### src/rtl/sense_report_map.svh
// Register layout, field positions and command codes for the sense report block
// Functional notes
// - Sense report returns the triplet left by the latest executed command.
// - With sense data present, key, code and qualifier carry their standard values.
// - Without sense data, key, code and qualifier all read zero.
// - Sense reporting starts disabled after initialisation until the host enables it.
// - Each other command completing while no sense report is being accepted or running replaces the stored triplet with its own result.
// - Triplet cleared on reset, on acceptance of any command but sense report or a queued-error log page read, and after sense report.
// - On another command's completion, status bit 1 set when reporting is enabled, both identify enable bits are set and sense exists.
// - Error and sense-available status bits may be set together.
// - With either identify enable bit clear, status bit 1 carries no sense meaning.
// - Qualifier in sector number, code in cylinder low, key in cylinder high 3:0.
// - Error reports only aborted; busy, fault, corrected read zero; ready, index, error valid.
// - Sense reporting works independently of queued-command automatic sense.
`ifndef SENSE_REPORT_MAP_SVH
`define SENSE_REPORT_MAP_SVH
`define CMD_SENSE_REPORT     8'h0b
`define CMD_READ_LOG_EXT     8'h2f
`define LOG_PAGE_QUEUED_ERR  8'h10
`define DEVHEAD_FIXED_MASK   8'he0
`define ERR_ABORT_BIT        2
`define ST_ERR_BIT           0
`define ST_SENSE_BIT         1
`define ST_SEEK_BIT          4
`define ST_READY_BIT         6
`define IDENT_SENSE_BIT      6
`define KEY_W                4
`define CODE_W               8
`endif

### src/rtl/sense_report_pkg.sv
// Types shared by the sense report block
package sense_report_pkg;
    typedef enum logic [2:0] {
        ST_IDLE = 3'b001,
        ST_EXEC = 3'b010,
        ST_DONE = 3'b100
    } cmd_state_t;
    typedef struct packed {
        logic [3:0] key;
        logic [7:0] code;
        logic [7:0] qual;
    } triplet_t;
endpackage : sense_report_pkg

### src/rtl/sense_store_if.sv
// Carrier between command sequencer and triplet store
`timescale 1ns/1ps
interface sense_store_if;
    import sense_report_pkg::*;
    logic     load;
    logic     clear;
    triplet_t load_val;
    triplet_t held;
    logic     present;
    modport ctl (output load, clear, load_val, input held, present);
    modport store (input load, clear, load_val, output held, present);
endinterface : sense_store_if

### src/rtl/sense_store.sv
// Holds the latest sense triplet
`timescale 1ns/1ps
module sense_store
    import sense_report_pkg::*;
(
    // Clock and reset
    input wire logic   clock,
    input wire logic   rst_n,
    // Store side
    sense_store_if.store st
);
    triplet_t triplet_r;

    always_ff @(posedge clock or negedge rst_n) begin
        if (!rst_n) begin
            triplet_r <= '0;
        end else if (st.load) begin
            triplet_r <= st.load_val;
        end else if (st.clear) begin
            triplet_r <= '0;
        end
    end

    assign st.held    = triplet_r;
    assign st.present = |triplet_r;
endmodule : sense_store

### src/rtl/sense_data_report_cmd.sv
// Sense report command interpreter with status and result registers
`timescale 1ns/1ps
`include "sense_report_map.svh"
module sense_data_report_cmd
    import sense_report_pkg::*;
(
    // Clock and reset
    input  wire logic       clock,
    input  wire logic       reset_n,
    // Command block from host, same clock
    input  wire logic       cmd_valid,
    input  wire logic [7:0] cmd_code,
    input  wire logic [7:0] cmd_devhead,
    input  wire logic [7:0] cmd_log_page,
    output logic            cmd_ready,
    // Other command completion, same clock
    input  wire logic       done_valid,
    input  wire logic       done_error,
    input  wire logic [3:0] done_key,
    input  wire logic [7:0] done_code,
    input  wire logic [7:0] done_qual,
    input  wire logic       drive_ready,
    input  wire logic       index_pulse,
    // Identify word enable bits and reporting enable
    input  wire logic [15:0] ident_w119,
    input  wire logic [15:0] ident_w120,
    input  wire logic       sense_report_enable,
    // Result registers
    output logic [7:0]      command_error_flags,
    output logic [7:0]      device_status_flags,
    output logic [7:0]      sector_number_out,
    output logic [7:0]      cyl_low_out,
    output logic [7:0]      cyl_high_out,
    output logic [7:0]      sector_number_hob,
    output logic [7:0]      cyl_low_hob,
    output logic [7:0]      cyl_high_hob,
    output logic            cmd_done
);
    logic       rst_s1_r;
    logic       rst_n_r;
    cmd_state_t state_r;
    cmd_state_t state_nxt;
    logic       enabled_r;
    logic       abort_r;
    logic [7:0] err_r;
    logic [7:0] stat_r;
    logic [7:0] sn_r;
    logic [7:0] cl_r;
    logic [7:0] ch_r;
    logic       done_r;

    sense_store_if ss();

    sense_store u_store (
        .clock (clock),
        .rst_n (rst_n_r),
        .st    (ss.store)
    );

    always_ff @(posedge clock or negedge reset_n) begin
        if (!reset_n) begin
            rst_s1_r <= 1'b0;
            rst_n_r  <= 1'b0;
        end else begin
            rst_s1_r <= 1'b1;
            rst_n_r  <= rst_s1_r;
        end
    end

    wire is_sense_cmd  = cmd_code == `CMD_SENSE_REPORT;
    wire devhead_ok    = (cmd_devhead & `DEVHEAD_FIXED_MASK) == `DEVHEAD_FIXED_MASK;
    wire reads_err_log = cmd_code == `CMD_READ_LOG_EXT && cmd_log_page == `LOG_PAGE_QUEUED_ERR;
    wire accept        = cmd_valid && cmd_ready;
    wire sense_start   = accept && is_sense_cmd;
    // Both identify bits qualify the status bit; automatic sense plays no part
    wire ident_on      = ident_w119[`IDENT_SENSE_BIT] && ident_w120[`IDENT_SENSE_BIT];
    wire report_on     = enabled_r && ident_on;
    wire triplet_t done_val = '{key: done_key, code: done_code, qual: done_qual};
    wire done_has_sense = |{done_key, done_code, done_qual};

    assign cmd_ready   = state_r == ST_IDLE;
    assign ss.load     = done_valid && state_r == ST_IDLE && !sense_start;
    assign ss.load_val = done_val;
    assign ss.clear    = (accept && !is_sense_cmd && !reads_err_log)
                       || state_r == ST_DONE;

    always_comb begin
        state_nxt = state_r;
        unique case (state_r)
            ST_IDLE: if (sense_start) state_nxt = ST_EXEC;
            ST_EXEC: state_nxt = ST_DONE;
            ST_DONE: state_nxt = ST_IDLE;
        endcase
    end

    always_ff @(posedge clock or negedge rst_n_r) begin
        if (!rst_n_r) begin
            state_r   <= ST_IDLE;
            enabled_r <= 1'b0;
            abort_r   <= 1'b0;
        end else begin
            state_r   <= state_nxt;
            enabled_r <= sense_report_enable;
            if (sense_start) abort_r <= !devhead_ok || !enabled_r;
        end
    end

    // Result and status registers
    always_ff @(posedge clock or negedge rst_n_r) begin
        if (!rst_n_r) begin
            err_r  <= 8'h00;
            stat_r <= 8'h00;
            sn_r   <= 8'h00;
            cl_r   <= 8'h00;
            ch_r   <= 8'h00;
            done_r <= 1'b0;
        end else begin
            done_r <= 1'b0;
            if (state_r == ST_EXEC) begin
                // Empty store yields zeros
                sn_r  <= abort_r ? 8'h00 : ss.held.qual;
                cl_r  <= abort_r ? 8'h00 : ss.held.code;
                ch_r  <= {4'h0, abort_r ? 4'h0 : ss.held.key};
                err_r <= 8'h00;
                err_r[`ERR_ABORT_BIT] <= abort_r;
                stat_r <= 8'h00;
                stat_r[`ST_READY_BIT] <= drive_ready;
                stat_r[`ST_SENSE_BIT] <= index_pulse;
                stat_r[`ST_ERR_BIT]   <= abort_r;
                done_r <= 1'b1;
            end else if (ss.load) begin
                err_r  <= 8'h00;
                err_r[`ERR_ABORT_BIT] <= done_error;
                stat_r <= 8'h00;
                stat_r[`ST_READY_BIT] <= drive_ready;
                stat_r[`ST_SEEK_BIT]  <= 1'b1;
                stat_r[`ST_ERR_BIT]   <= done_error;
                stat_r[`ST_SENSE_BIT] <= report_on && done_has_sense;
            end
        end
    end

    assign command_error_flags = err_r;
    assign device_status_flags = stat_r;
    assign sector_number_out   = sn_r;
    assign cyl_low_out         = cl_r;
    assign cyl_high_out        = ch_r;
    assign sector_number_hob   = 8'h00;
    assign cyl_low_hob         = 8'h00;
    assign cyl_high_hob        = 8'h00;
    assign cmd_done            = done_r;
endmodule : sense_data_report_cmd

### config.mk
export PLATFORM = sky130hd
export DESIGN_NAME = sense_data_report_cmd
export DESIGN_NICKNAME = d
export VERILOG_FILES = /design/src/rtl/sense_report_pkg.sv /design/src/rtl/sense_store_if.sv /design/src/rtl/sense_store.sv /design/src/rtl/sense_data_report_cmd.sv
export VERILOG_INCLUDE_DIRS = /design/src /design/src/rtl
export SDC_FILE = /design/constraint.sdc
export NUM_CORES = 1
export LEC_CHECK = 0
export BUFFER_PORTS_ARGS = -buffer_cell sky130_fd_sc_hd__buf_2
export CAP_MARGIN = 20
export CORE_MARGIN = 4
export CORE_UTILIZATION = 46
export CTS_CLUSTER_SIZE = 30
export DETAILED_ROUTE_END_ITERATION = 8
export PLACE_DENSITY_LB_ADDON = 0.12
export SYNTH_ARGS = -nofsm -noshare
export SYNTH_HDL_FRONTEND = slang
export SYNTH_SLANG_ARGS = --single-unit
export TNS_END_PERCENT = 20
### constraint.sdc
create_clock -name clock -period 3.3 [get_ports clock]
set_input_delay 0 -clock clock [delete_from_list [all_inputs] [get_ports clock]]
set_output_delay 0 -clock clock [all_outputs]
set_load 0.005 [all_outputs]
Yosys cells after proc, flatten, opt, wreduce, memory -nomap -nowiden
Index checks and enable logic that the tools add are counted. Widths: inputs -> output; s select.

Register bits: 64. Bits of input ports: 84. Output and inout port bits: 66. Word-level logic and storage cells: 54.

Muxes and demuxes: 12. Eq/ne operators: 8. Reduce and logical (&&, ||, !) cells: 20.

Operators by type and width (count): $mux 8 (6); $mux 20 (2); $reduce_or 20->1 (1); $logic_and 1x1->1 (10); $pmux 3 s3 (1); $eq 8x4->1 const B (1); $eq 8x5->1 const B (1); $eq 8x6->1 const B (1); $eq 3x3->1 const B (2); $logic_not 1->1 (5); $mux 4 (1); $reduce_bool 2->1 (2); $eq 3x1->1 const B (1); $eq 3x2->1 const B (1); $mux 3 (1); $logic_or 1x1->1 (2); $ne 2x1->1 const B (1); $mux 1 (1).

Logic depth before layout (Yosys ltp)
Gate-level depths: netlist (run 1).

Depth in word-level cells: 7. Gate-level depth with buffers: 7. Gate-level depth less buffers: 5.

Hierarchy
Synthesis (run 1) repeated with hierarchy kept, for this count alone.

Cell total of the unflattened synthesis: 237. Area, all modules: 2512.4 um2.

By module, submodules not included: sense_data_report_cmd (cells each 185, area an instance 1755.4 um2, times used 1, sequential area each 802.0 um2); sense_store (cells each 52, area an instance 757.0 um2, times used 1, sequential area each 500.5 um2).

Worst setup path before layout (run 1)
Ideal clock, no wire load.

Path type: register to register. From: reg state_r[0]. To: reg u_store.triplet_r (netlist bit u_store.st.held[10]). Path slack: 1.481 ns. Buffers on the path: 2. Period minus slack after synthesis: 1.819 ns. Data required time: 3.179 ns. Library setup time: 0.121 ns. Arrival: 1.698 ns. Cell stages (with the launch flop): 7. Cell sequence: dfstp_2 -> nor3b_1 -> and3_1 -> buf_6 -> and3b_2 -> buf_6 -> a22o_1.

Word-level cells in the longest chain between the ends: 6. Elaborated cells between the ends (all ways): 12. Classes of those cells: eq/ne: 2; mux: 1; reduce/logical: 9.

RTL lines: start, declared (line sense_data_report_cmd.sv:41) `cmd_state_t state_r;`; start signal, assigned (line sense_data_report_cmd.sv:102) `state_r <= state_nxt;`; $eq 3x1->1 (*) (line sense_data_report_cmd.sv:81) `assign cmd_ready = state_r == ST_IDLE;`; via cmd_ready (line sense_data_report_cmd.sv:15) `output logic cmd_ready,`; $logic_and 1x1->1 (line sense_data_report_cmd.sv:73) `wire accept = cmd_valid && cmd_ready;`; $logic_and 1x1->1 (on tied branches) (line sense_data_report_cmd.sv:74, sense_data_report_cmd.sv:84); $logic_not 1->1 or $logic_and 1x1->1 (tied branches) (line sense_data_report_cmd.sv:82, sense_data_report_cmd.sv:84); $logic_and 1x1->1 or $logic_or 1x1->1 (tied branches) (line sense_data_report_cmd.sv:82, sense_data_report_cmd.sv:85); $mux 20 or $reduce_bool 2->1 (tied branches); end signal, assigned (line sense_store.sv:18) `triplet_r <= st.load_val;`; end, declared (line sense_store.sv:12) `triplet_t triplet_r;`.

The timed path passes the listed nets; every way through them passes the cells marked *. A chain may end at the register's enable or synchronous reset.

Worst setup path in the final report (run 1)
From: reg state_r[0]. To: reg stat_r[6], in the netlist device_status_flags[6].

Word-level cells in the longest chain between the ends: 6. Elaborated cells between the ends (all ways): 9. Classes of those cells: eq/ne: 2; mux: 1; reduce/logical: 6.

RTL lines: $eq 3x1->1 (line sense_data_report_cmd.sv:81, sense_data_report_cmd.sv:82); $logic_and 1x1->1 (line sense_data_report_cmd.sv:73); $logic_and 1x1->1 (line sense_data_report_cmd.sv:74) `wire sense_start = accept && is_sense_cmd;`; $logic_not 1->1 (line sense_data_report_cmd.sv:82) `assign ss.load = done_valid && state_r == ST_IDLE && !sense_start;`; $logic_and 1x1->1 (line sense_data_report_cmd.sv:82); $reduce_bool 2->1 (no source line); end signal, assigned by index (line sense_data_report_cmd.sv:127) `` stat_r[`ST_READY_BIT] <= drive_ready; ``; end signal, assigned by index (line sense_data_report_cmd.sv:128) `` stat_r[`ST_SENSE_BIT] <= index_pulse; ``; end signal, assigned by index (line sense_data_report_cmd.sv:129) `` stat_r[`ST_ERR_BIT] <= abort_r; ``; end, declared (line sense_data_report_cmd.sv:46) `logic [7:0] stat_r;`.

Parallel ways exist; a longest one is shown, timed or not.

==> results.cfg, run 1 <==
[floorplan]
die-area_um2 = 6590
core_area_um2 = 5140
io-pin-count = 150
rows = 26
start_util_pct = 47.9
die_w_um = 81.2
die_h_um = 81.2

[routing]
routedWlPerCell_um = 13.2
drc = 0
drtIter0Drc = 62
via_per_inst = 4.55
postRouteAntennaNets = 0
dr.pass1.iters = 4
routed-via-count = 1816
routed_wl_mm = 5.26

[timing]
timing.hold.ws_ns = 0.0148
post-route-min-period_ns = 2.24
drv_slew = 0
final.setup.tns_ns = 0
timing_hold_violations_final = 0
finalCritPeriodShare_pct = 67.7
slew_headroom_pct = 60.9
setup_viol_count_final = 0
fin_skew_ns = 0.00426
fmax_ghz = 0.447
worst_slew_pin_slew_ns = 0.586
rsz0062_at_grt = false

[clocking]
cts-resized-gates = 0
cts_made_buffers = 5
cts_buffer_depth = 2
cts-root-buf = clkbuf_8
clk_pin_slew_worst_paths_ns = 0.08
htree_levels = 2
post_cts_buffers = 0
cts.sinks = 52
clk_latency_ns = 0.30
cts_tree = done

[global_route]
grt_pass1_wl_mm = 8.78
grt_max_degree = 38
antenna_found_initial = 0
track_usage_pct = 17.4
gr-total-overflow = 0
grt_pass1_vias = 1873

[yosys]
synth_warnings = 0
synthTopCellsByArea = dfrtp_1 (52%), buf_4 (12%), a22o_1 (7.1%)
synth_top_area_share_pct = 51.8
avgSynthCellArea_um2 = 10.6
synthCells = 232
yosys.area.top_type = dfrtp_1
netlist_area_um2 = 2460
synth_seq_cells = 52
synthDistinctLibCells = 29
ys_seq_area_share_pct = 52.9

[critical_path]
start_kind = register
cp.required_ns = 3.49
path_class = reg2reg
arrival_ns = 2.42
end_kind = register
worst-path-max-fanout = 14

[layout]
final_common_cell = buf_2
final_cell_area_um2 = 3080
fin_nets = 412
most-common-layout-cells = buf_2 (75), dfrtp_1 (50), conb_1 (40)
drive_gt1_share_pct = 27.7
area_growth_pct = 24.9
antennaDiodeCount = 0

[placed_design]
io_buffers = 75
dpl_cell_area_um2 = 2740
dp_hpwl_mm = 3.74
gp_congestion = 0.759

[run_status]
status = complete, no violations

[power_and_ir_drop]
cellLeakagePower_nw = 1.60
p_per_area_nw_per_um2 = 631
peakVddDrop_mv = 0.393

[worst_hold_path]
hp-class = in2reg

[flow_run]
drv_cap = 0
-- state kept, by name, indices dropped and copies added, names as in the netlist --
name,count
abort_r,1
cmd_done,1
cyl_high_out,4
cyl_low_out,8
device_status_flags,4
enabled_r,1
rst_n_r,1
rst_s1_r,1
sector_number_out,8
state_r,3
u_store.st.held,20
-- synth_stat cells --
cell type	count
nor4bb_1	1
and4bb_2	1
and3_1	2
conb_1	2
inv_1	3
nand2_1	26
clkbuf_1	8
mux2_2	1
and3b_2	1
nor4b_4	1
buf_6	3
a41oi_1	1
o21ai_0	26
nor2_1	6
a21o_1	1
dfstp_2	1
a31oi_1	2
nand4b_4	1
nor4_1	5
nor3b_1	1
buf_4	40
dfrtp_1	51
nand3_1	3
buf_2	1
nand2b_1	20
a22o_1	20
nor4b_1	1
mux2i_1	2
or3_1	1
-- layer usage --
metal	global-route usage, %	vias up	share of wire (%)
li1	-	902	-
met2	30.2	67	51
met1	21.9	840	41
met3	2.88	7	6.7
met5	0	-	0
met4	6.08	0	1.4
-- through the flow --
stage | setup slack (ns) | power, W | util [%] | instances
after global routing | 0.897 | 0.00211 | 59.8 | 399
after CTS | 1.06 | 0.00197 | 59.8 | 399
final | 1.06 | 0.00194 | 59.8 | 399
after global placement | 1.08 | 0.00155 | 52.8 | 365
after detailed placement | 1.06 | 0.00157 | 53.2 | 366
after floorplan | 1.48 | 0.00142 | - | 270
-- final cells by class --
| cell class | count | area, um^2 |
|---|---|---|
| inverters | 3 | 11.3 |
| clock buffers | 8 | 90.1 |
| flip-flops and latches | 52 | 1300 |
| repair buffers | 103 | 661 |
| fillers | 484 | 2060 |
| multi-input cells | 163 | 922 |
| well taps | 70 | 87.6 |
-- where the power goes --
part / total [W] / internal (W) / switching, W
Clock: 0.000366 / 0.000171 / 0.000194
Sequential: 0.000974 / 0.000847 / 0.000127
Combinational: 0.000601 / 0.000284 / 0.000317
Total: 0.00194 / 0.00130 / 0.000638
-- critical path, stage by stage, from the launching register on --
cell and delay, ns:
dfstp_2 0.58, and4bb_2 0.28, nand4b_4 0.13, and3_1 0.39
buf_4 0.27, nor2_1 0.13, mux2_2 0.35
-- cells by family (layout without fill, tap and decap cells) --
kind of cell,count (synthesis),after routing,share of synthesized area (%)
other cells,2,40,0.305
compound gates,50,50,13.6
mux,3,3,1.27
simple gates,70,70,16.5
flops,52,52,52.9
buf+inv,55,114,15.4
-- what timing repair did --
action,in CTS,in global routing
hold buffers,25,0
setup endpoints to repair,0,0
endpoints found under the hold margin,25,0
-- path summary, 6_finish.rpt --
check | startpoint | endpoint | slack (ns) | depth (start not counted)
min | done_error | device_status_flags[0] | 0.01 | 3
max | state_r[0] | device_status_flags[6] | 1.06 | 6
min in group asynchronous | rst_n_r | u_store.st.held[8] | 0.17 | 0
min reg2reg | rst_n_r | u_store.st.held[8] | 0.17 | 0
max in group asynchronous | reset_n | rst_n_r | 2.61 | 3
max reg2reg | state_r[0] | device_status_flags[6] | 1.06 | 6
No activity file was read; power rests on OpenSTA's default activity.
==> inputs of run 2 (changes only) <==
--- a/config.mk
+++ b/config.mk
@@ -9,7 +9,7 @@
 export BUFFER_PORTS_ARGS = -buffer_cell sky130_fd_sc_hd__buf_2
 export CAP_MARGIN = 20
 export CORE_MARGIN = 4
-export CORE_UTILIZATION = 46
+export CORE_UTILIZATION = 39
 export CTS_CLUSTER_SIZE = 30
 export DETAILED_ROUTE_END_ITERATION = 8
 export PLACE_DENSITY_LB_ADDON = 0.12
==> constraint.sdc (replaced) <==
create_clock -name clock -period 1.8 [get_ports clock]
set_input_delay 0 -clock clock [delete_from_list [all_inputs] [get_ports clock]]
set_output_delay 0 -clock clock [all_outputs]
set_load 0.005 [all_outputs]
==> run 2 against run 1 <==
Against the previous run:
- clock-buffer cell count is 2 lower
- flip-flop and latch count is the same
- cell area grew 4.5%
- setup slack worse by 0.99 ns
- clock power is 94% higher
- critical path type unchanged
- via count increased by 5.0%
- critical path depth is the same
- total power grew 94%
- highest routed layer unchanged
- die area grew 16%
- sequential power increased by 80%
- wire length rose by 4.3%
- maximum frequency increased by 30%
==> results.cfg, run 2 (synthesized netlist as in run 1, its figures left out) <==
[run_status]
status = complete, no violations

[routing]
postRouteAntennaNets = 0
via_per_inst = 4.62
routedWlPerCell_um = 13.3
routed_wl_mm = 5.48
routed-via-count = 1907
dr.pass1.iters = 4
drc = 0
drtIter0Drc = 33

[global_route]
antenna_found_initial = 0
track_usage_pct = 14.3
gr-total-overflow = 0
grt_pass1_wl_mm = 8.42
grt_max_degree = 42
grt_pass1_vias = 1815

[placed_design]
dp_hpwl_mm = 3.94
gp_congestion = 0.746
post-place-ws_ns = -0.0130
dp_cells = 379
io_buffers = 75

[clocking]
cts_made_buffers = 5
post_cts_buffers = 0
clk_pin_slew_worst_paths_ns = 0.10
cts_buffer_depth = 2
cts_tree = done
clk_latency_ns = 0.31
htree_levels = 2
cts.sinks = 52
cts-root-buf = clkbuf_8

[layout]
most-common-layout-cells = buf_2 (75), dfrtp_1 (50), conb_1 (40)
fin_nets = 421
area_growth_pct = 30.5
instances_no_fill = 413
fin_util_pct = 53.3
final_common_cell = buf_2
antennaDiodeCount = 0
drive_gt1_share_pct = 30.8
largest_reg_flops = 20

[floorplan]
die-area_um2 = 7650
start_util_pct = 40.9
io-pin-count = 150
die_w_um = 87.5
core_area_um2 = 6030
rows = 28
die_h_um = 87.5

[critical_path]
worst-path-max-fanout = 20
arrival_ns = 1.92
worstSetupStartpoint = state_r[0]
end_kind = register
r2r-start = state_r[0]
cp.required_ns = 1.99
start_kind = register
path_class = reg2reg

[worst_hold_path]
hp-class = in2reg
hold_start = cmd_devhead[5]

[power_and_ir_drop]
comb_power_share_pct = 34.4
seq_power_share_pct = 46.7
p_per_area_nw_per_um2 = 1170
power.internal_w = 0.00251
sw_frac_of_total_pct = 33.3
total_power_w = 0.00376
cellLeakagePower_nw = 1.67
peakVddDrop_mv = 0.554
p_clk_share_pct = 18.9
p_switching_w = 0.00125

[timing]
final.setup.tns_ns = 0
finalCritPeriodShare_pct = 95.8
worst_slack_ns = 0.0763
fmax_ghz = 0.580
rsz0062_at_grt = true
timing_hold_violations_final = 0
post-route-min-period_ns = 1.72
worst_slew_pin_slew_ns = 0.613
drv_slew = 0
slew_headroom_pct = 59.2
fin_skew_ns = 0.0105
setup_viol_count_final = 0

[flow_run]
drv_cap = 0
run 2: stage by stage:
stage          cell area [um^2]  hold slack [ns]
2_1_floorplan              2610           -0.296
5_1_grt                    3210           0.0353
3_3_place_gp               2820           -0.213
4_1_cts                    3190           0.0400
3_5_place_dp               2820           -0.214
6_report                   3210           0.0495
run 2: power groups by stage:
stage,clock (W),sequential (W),combinational [W]
final,0.000711,0.00175,0.00129
after detailed placement,0,0.00178,0.00122
after CTS,0.000742,0.00175,0.00127
after floorplan,0,0.00178,0.000840
after global placement,0,0.00177,0.00120
after global routing,0.000794,0.00181,0.00147
run 2: per-layer routing:
| layer | track usage, % | share of wire (%) |
|---|---|---|
| met3 | 3.78 | 7.2 |
| met2 | 22.4 | 45 |
| met1 | 19.2 | 46 |
| met5 | 0 | 0 |
| met4 | 4.74 | 1.9 |
run 2: worst max-delay path, cell delays in order (launching register included):
cell and delay, ns:
dfstp_2 0.54, buf_6 0.10, nor3b_4 0.19, and3_4 0.21
and3b_2 0.22, buf_12 0.15, a22o_1 0.18
run 2: area by class of cell:
class / instances / area [um^2]
Tap cell: 75 / 93.8
Clock buffer: 6 / 82.6
Clock inverter: 2 / 13.8
Inverter: 3 / 11.3
Fill cell: 583 / 2810
Multi-Input combinational cell: 163 / 946
Timing Repair Buffer: 112 / 762
Sequential cell: 52 / 1300
run 2: repair_timing:
item / in CTS / in global routing
hold endpoints to repair: 26 / 0
resized for setup: 3 / 6
hold buffers: 26 / 0
endpoints found under the setup margin: 6 / 19
pin swaps: 0 / 1
run 2: final timing paths:
path                       cells past startpoint  slack, ns                      to
max                                            6       0.08      u_store.st.held[8]
min in group asynchronous                      0       0.22  device_status_flags[6]
max in group asynchronous                      1       1.06     u_store.st.held[10]
max reg2reg                                    6       0.08      u_store.st.held[8]
min reg2reg                                    0       0.22  device_status_flags[6]
min                                            3       0.05                 abort_r
==> inputs of run 3 (changes only) <==
--- a/config.mk
+++ b/config.mk
@@ -12,8 +12,10 @@
 export CORE_UTILIZATION = 39
 export CTS_CLUSTER_SIZE = 30
 export DETAILED_ROUTE_END_ITERATION = 8
+export GPL_ROUTABILITY_DRIVEN = 0
 export PLACE_DENSITY_LB_ADDON = 0.12
 export SYNTH_ARGS = -nofsm -noshare
 export SYNTH_HDL_FRONTEND = slang
+export SYNTH_HIERARCHICAL = 1
 export SYNTH_SLANG_ARGS = --single-unit
 export TNS_END_PERCENT = 20
==> run 3 against run 2 <==
Against the previous run:
- maximum frequency is 7.4% higher
- via count is 4.4% lower
- cell count is 1.2% lower
- clock-buffer cell count is 1 higher
- highest routed layer unchanged
- first-iteration DRC count grew to 3.1 times the previous value
- register-to-register slack better by 0.12 ns
- clock skew is 0.0014 ns lower
- sequential power is 10% higher
- flip-flop and latch count stayed put
- utilization is 1.3 points lower
- total power is 5.9% higher
==> results.cfg, run 3 <==
[critical_path]
reg2reg_slack_ns = 0.20
rr_worst_depth = 6
r2r-start = state_r[0]
cp_cell_sequence = nor3b_4, nand2_2, nor2_8, nor2_2, buf_12, a22o_1
end_kind = register
cp.required_ns = 1.98
cp_top_family = simple AND/OR/NAND/NOR gates
reg2reg_to = u_store/st.held[8]
worst-path-max-fanout = 20
path_class = reg2reg
arrival_ns = 1.79
slowest_delay_ns = 0.57
cp_slowest_cell = dfstp_2
start_kind = register
critPathBufInv = 1

[yosys]
synthCells = 230
avgSynthCellArea_um2 = 10.7
netlist_area_um2 = 2470
synth_warnings = 6

[clocking]
clk_latency_ns = 0.30
cts_buffer_depth = 2
post_cts_buffers = 0
cts-root-buf = clkbuf_8
cts_made_buffers = 5
cts_tree = done
clk_pin_slew_worst_paths_ns = 0.08
htree_levels = 2
cts_hold_buffers = 26
cts-resized-gates = 0
cts.sinks = 52

[global_route]
gr-total-overflow = 0
grt_pass1_vias = 1767
antenna_found_initial = 0
track_usage_pct = 14.2
grt_max_degree = 42
grt_pass1_wl_mm = 8.40

[layout]
largest_reg_flops = 20
drive_gt1_share_pct = 30.0
area_growth_pct = 27.0
most-common-layout-cells = buf_2 (75), dfrtp_1 (50), conb_1 (40)
fillerInstances = 585
antennaDiodeCount = 0
fin_nets = 416
final_common_cell = buf_2

[timing]
finalCritPeriodShare_pct = 89.2
slew_headroom_pct = 60.3
setup_viol_count_final = 0
timing_hold_violations_final = 0
final.setup.tns_ns = 0
drv_slew = 0
fin_skew_ns = 0.00909
worst_slew_pin_slew_ns = 0.596
post-route-min-period_ns = 1.60
fmax_ghz = 0.623
rsz0062_at_grt = false

[routing]
dr.pass1.iters = 4
routed-via-count = 1824
routed_wl_mm = 5.18
drtIter0Drc = 102
drc = 0
via_per_inst = 4.47
routedWlPerCell_um = 12.7
postRouteAntennaNets = 0

[power_and_ir_drop]
sw_frac_of_total_pct = 34.0
p_clk_share_pct = 15.8
total_power_w = 0.00398
p_switching_w = 0.00135
p_per_area_nw_per_um2 = 1270
comb_power_share_pct = 35.7
peakVddDrop_mv = 0.747
cellLeakagePower_nw = 1.59
power.internal_w = 0.00263
seq_power_share_pct = 48.5

[floorplan]
die-area_um2 = 7670
core_area_um2 = 6030
die_w_um = 87.6
die_h_um = 87.6
io-pin-count = 150
rows = 28
start_util_pct = 41.0

[placed_design]
dp_hpwl_mm = 3.70
io_buffers = 75

[worst_hold_path]
hold_start = cmd_devhead[5]
hp-class = in2reg
min_path_cells = 3
holdPathEnd = abort_r

[flow_run]
drv_cap = 0

[run_status]
status = complete, no violations
-- run 3: how the worst max path moves through the flow --
stage / end / start / cells after the start
CTS: u_store/st.held[12] / state_r[0] / 6
global route: u_store/st.held[11] / state_r[0] / 6
finish: u_store/st.held[8] / state_r[0] / 6
global placement: u_store/st.held[0] / state_r[0] / 6
floorplan: abort_r / rst_n_r / 0
detailed placement: u_store/st.held[14] / state_r[0] / 6
-- run 3: final cells by class --
type / instances / area, um^2 / share of cell area [%]
clock inverter: 1 / 5.00 / 0.160
multi-input combinational: 164 / 945 / 30.1
inverter: 2 / 7.51 / 0.239
tap: 75 / 93.8 / 2.99
sequential: 52 / 1300 / 41.6
timing repair buffer: 107 / 706 / 22.5
clock buffer: 7 / 76.3 / 2.43
-- run 3: through the flow --
stage          cell area, um^2  hold WS (ns)  utilization (%)  setup WS [ns]  instances
3_3_place_gp              2800        -0.214             46.4          0.199        374
5_1_grt                   3140        0.0718             52.1          0.117        408
4_1_cts                   3140        0.0611             52.1          0.172        408
2_1_floorplan             2610        -0.296                -          0.247        268
3_5_place_dp              2800        -0.213             46.4          0.193        374
6_report                  3140        0.0683             52.1          0.195        408
-- run 3: layer usage --
metal  vias up  GRT usage, %  wire, um
met3         9          3.86       393
met4         0          5.16       104
li1        917             -         -
met2        69          22.6      2470
met1       829          18.7      2220
met5         -             0         0
-- run 3: worst reg2reg max path: cells and delay by family, from the launching register on --
kind	cells	cell delay, ns
buffers and inverters	1	0.15
AND/OR/NAND/NOR	4	0.57
flip-flops	1	0.57
AO/OA/AOI/OAI	1	0.21
-- run 3: power groups by stage --
stage	Sequential, W	Combinational (W)	Clock (W)
2_1_floorplan	0.00195	0.000925	0
3_3_place_gp	0.00195	0.00139	0
3_5_place_dp	0.00196	0.00142	0
4_1_cts	0.00194	0.00146	0.000658
5_1_grt	0.00201	0.00163	0.000718
6_report	0.00193	0.00142	0.000629
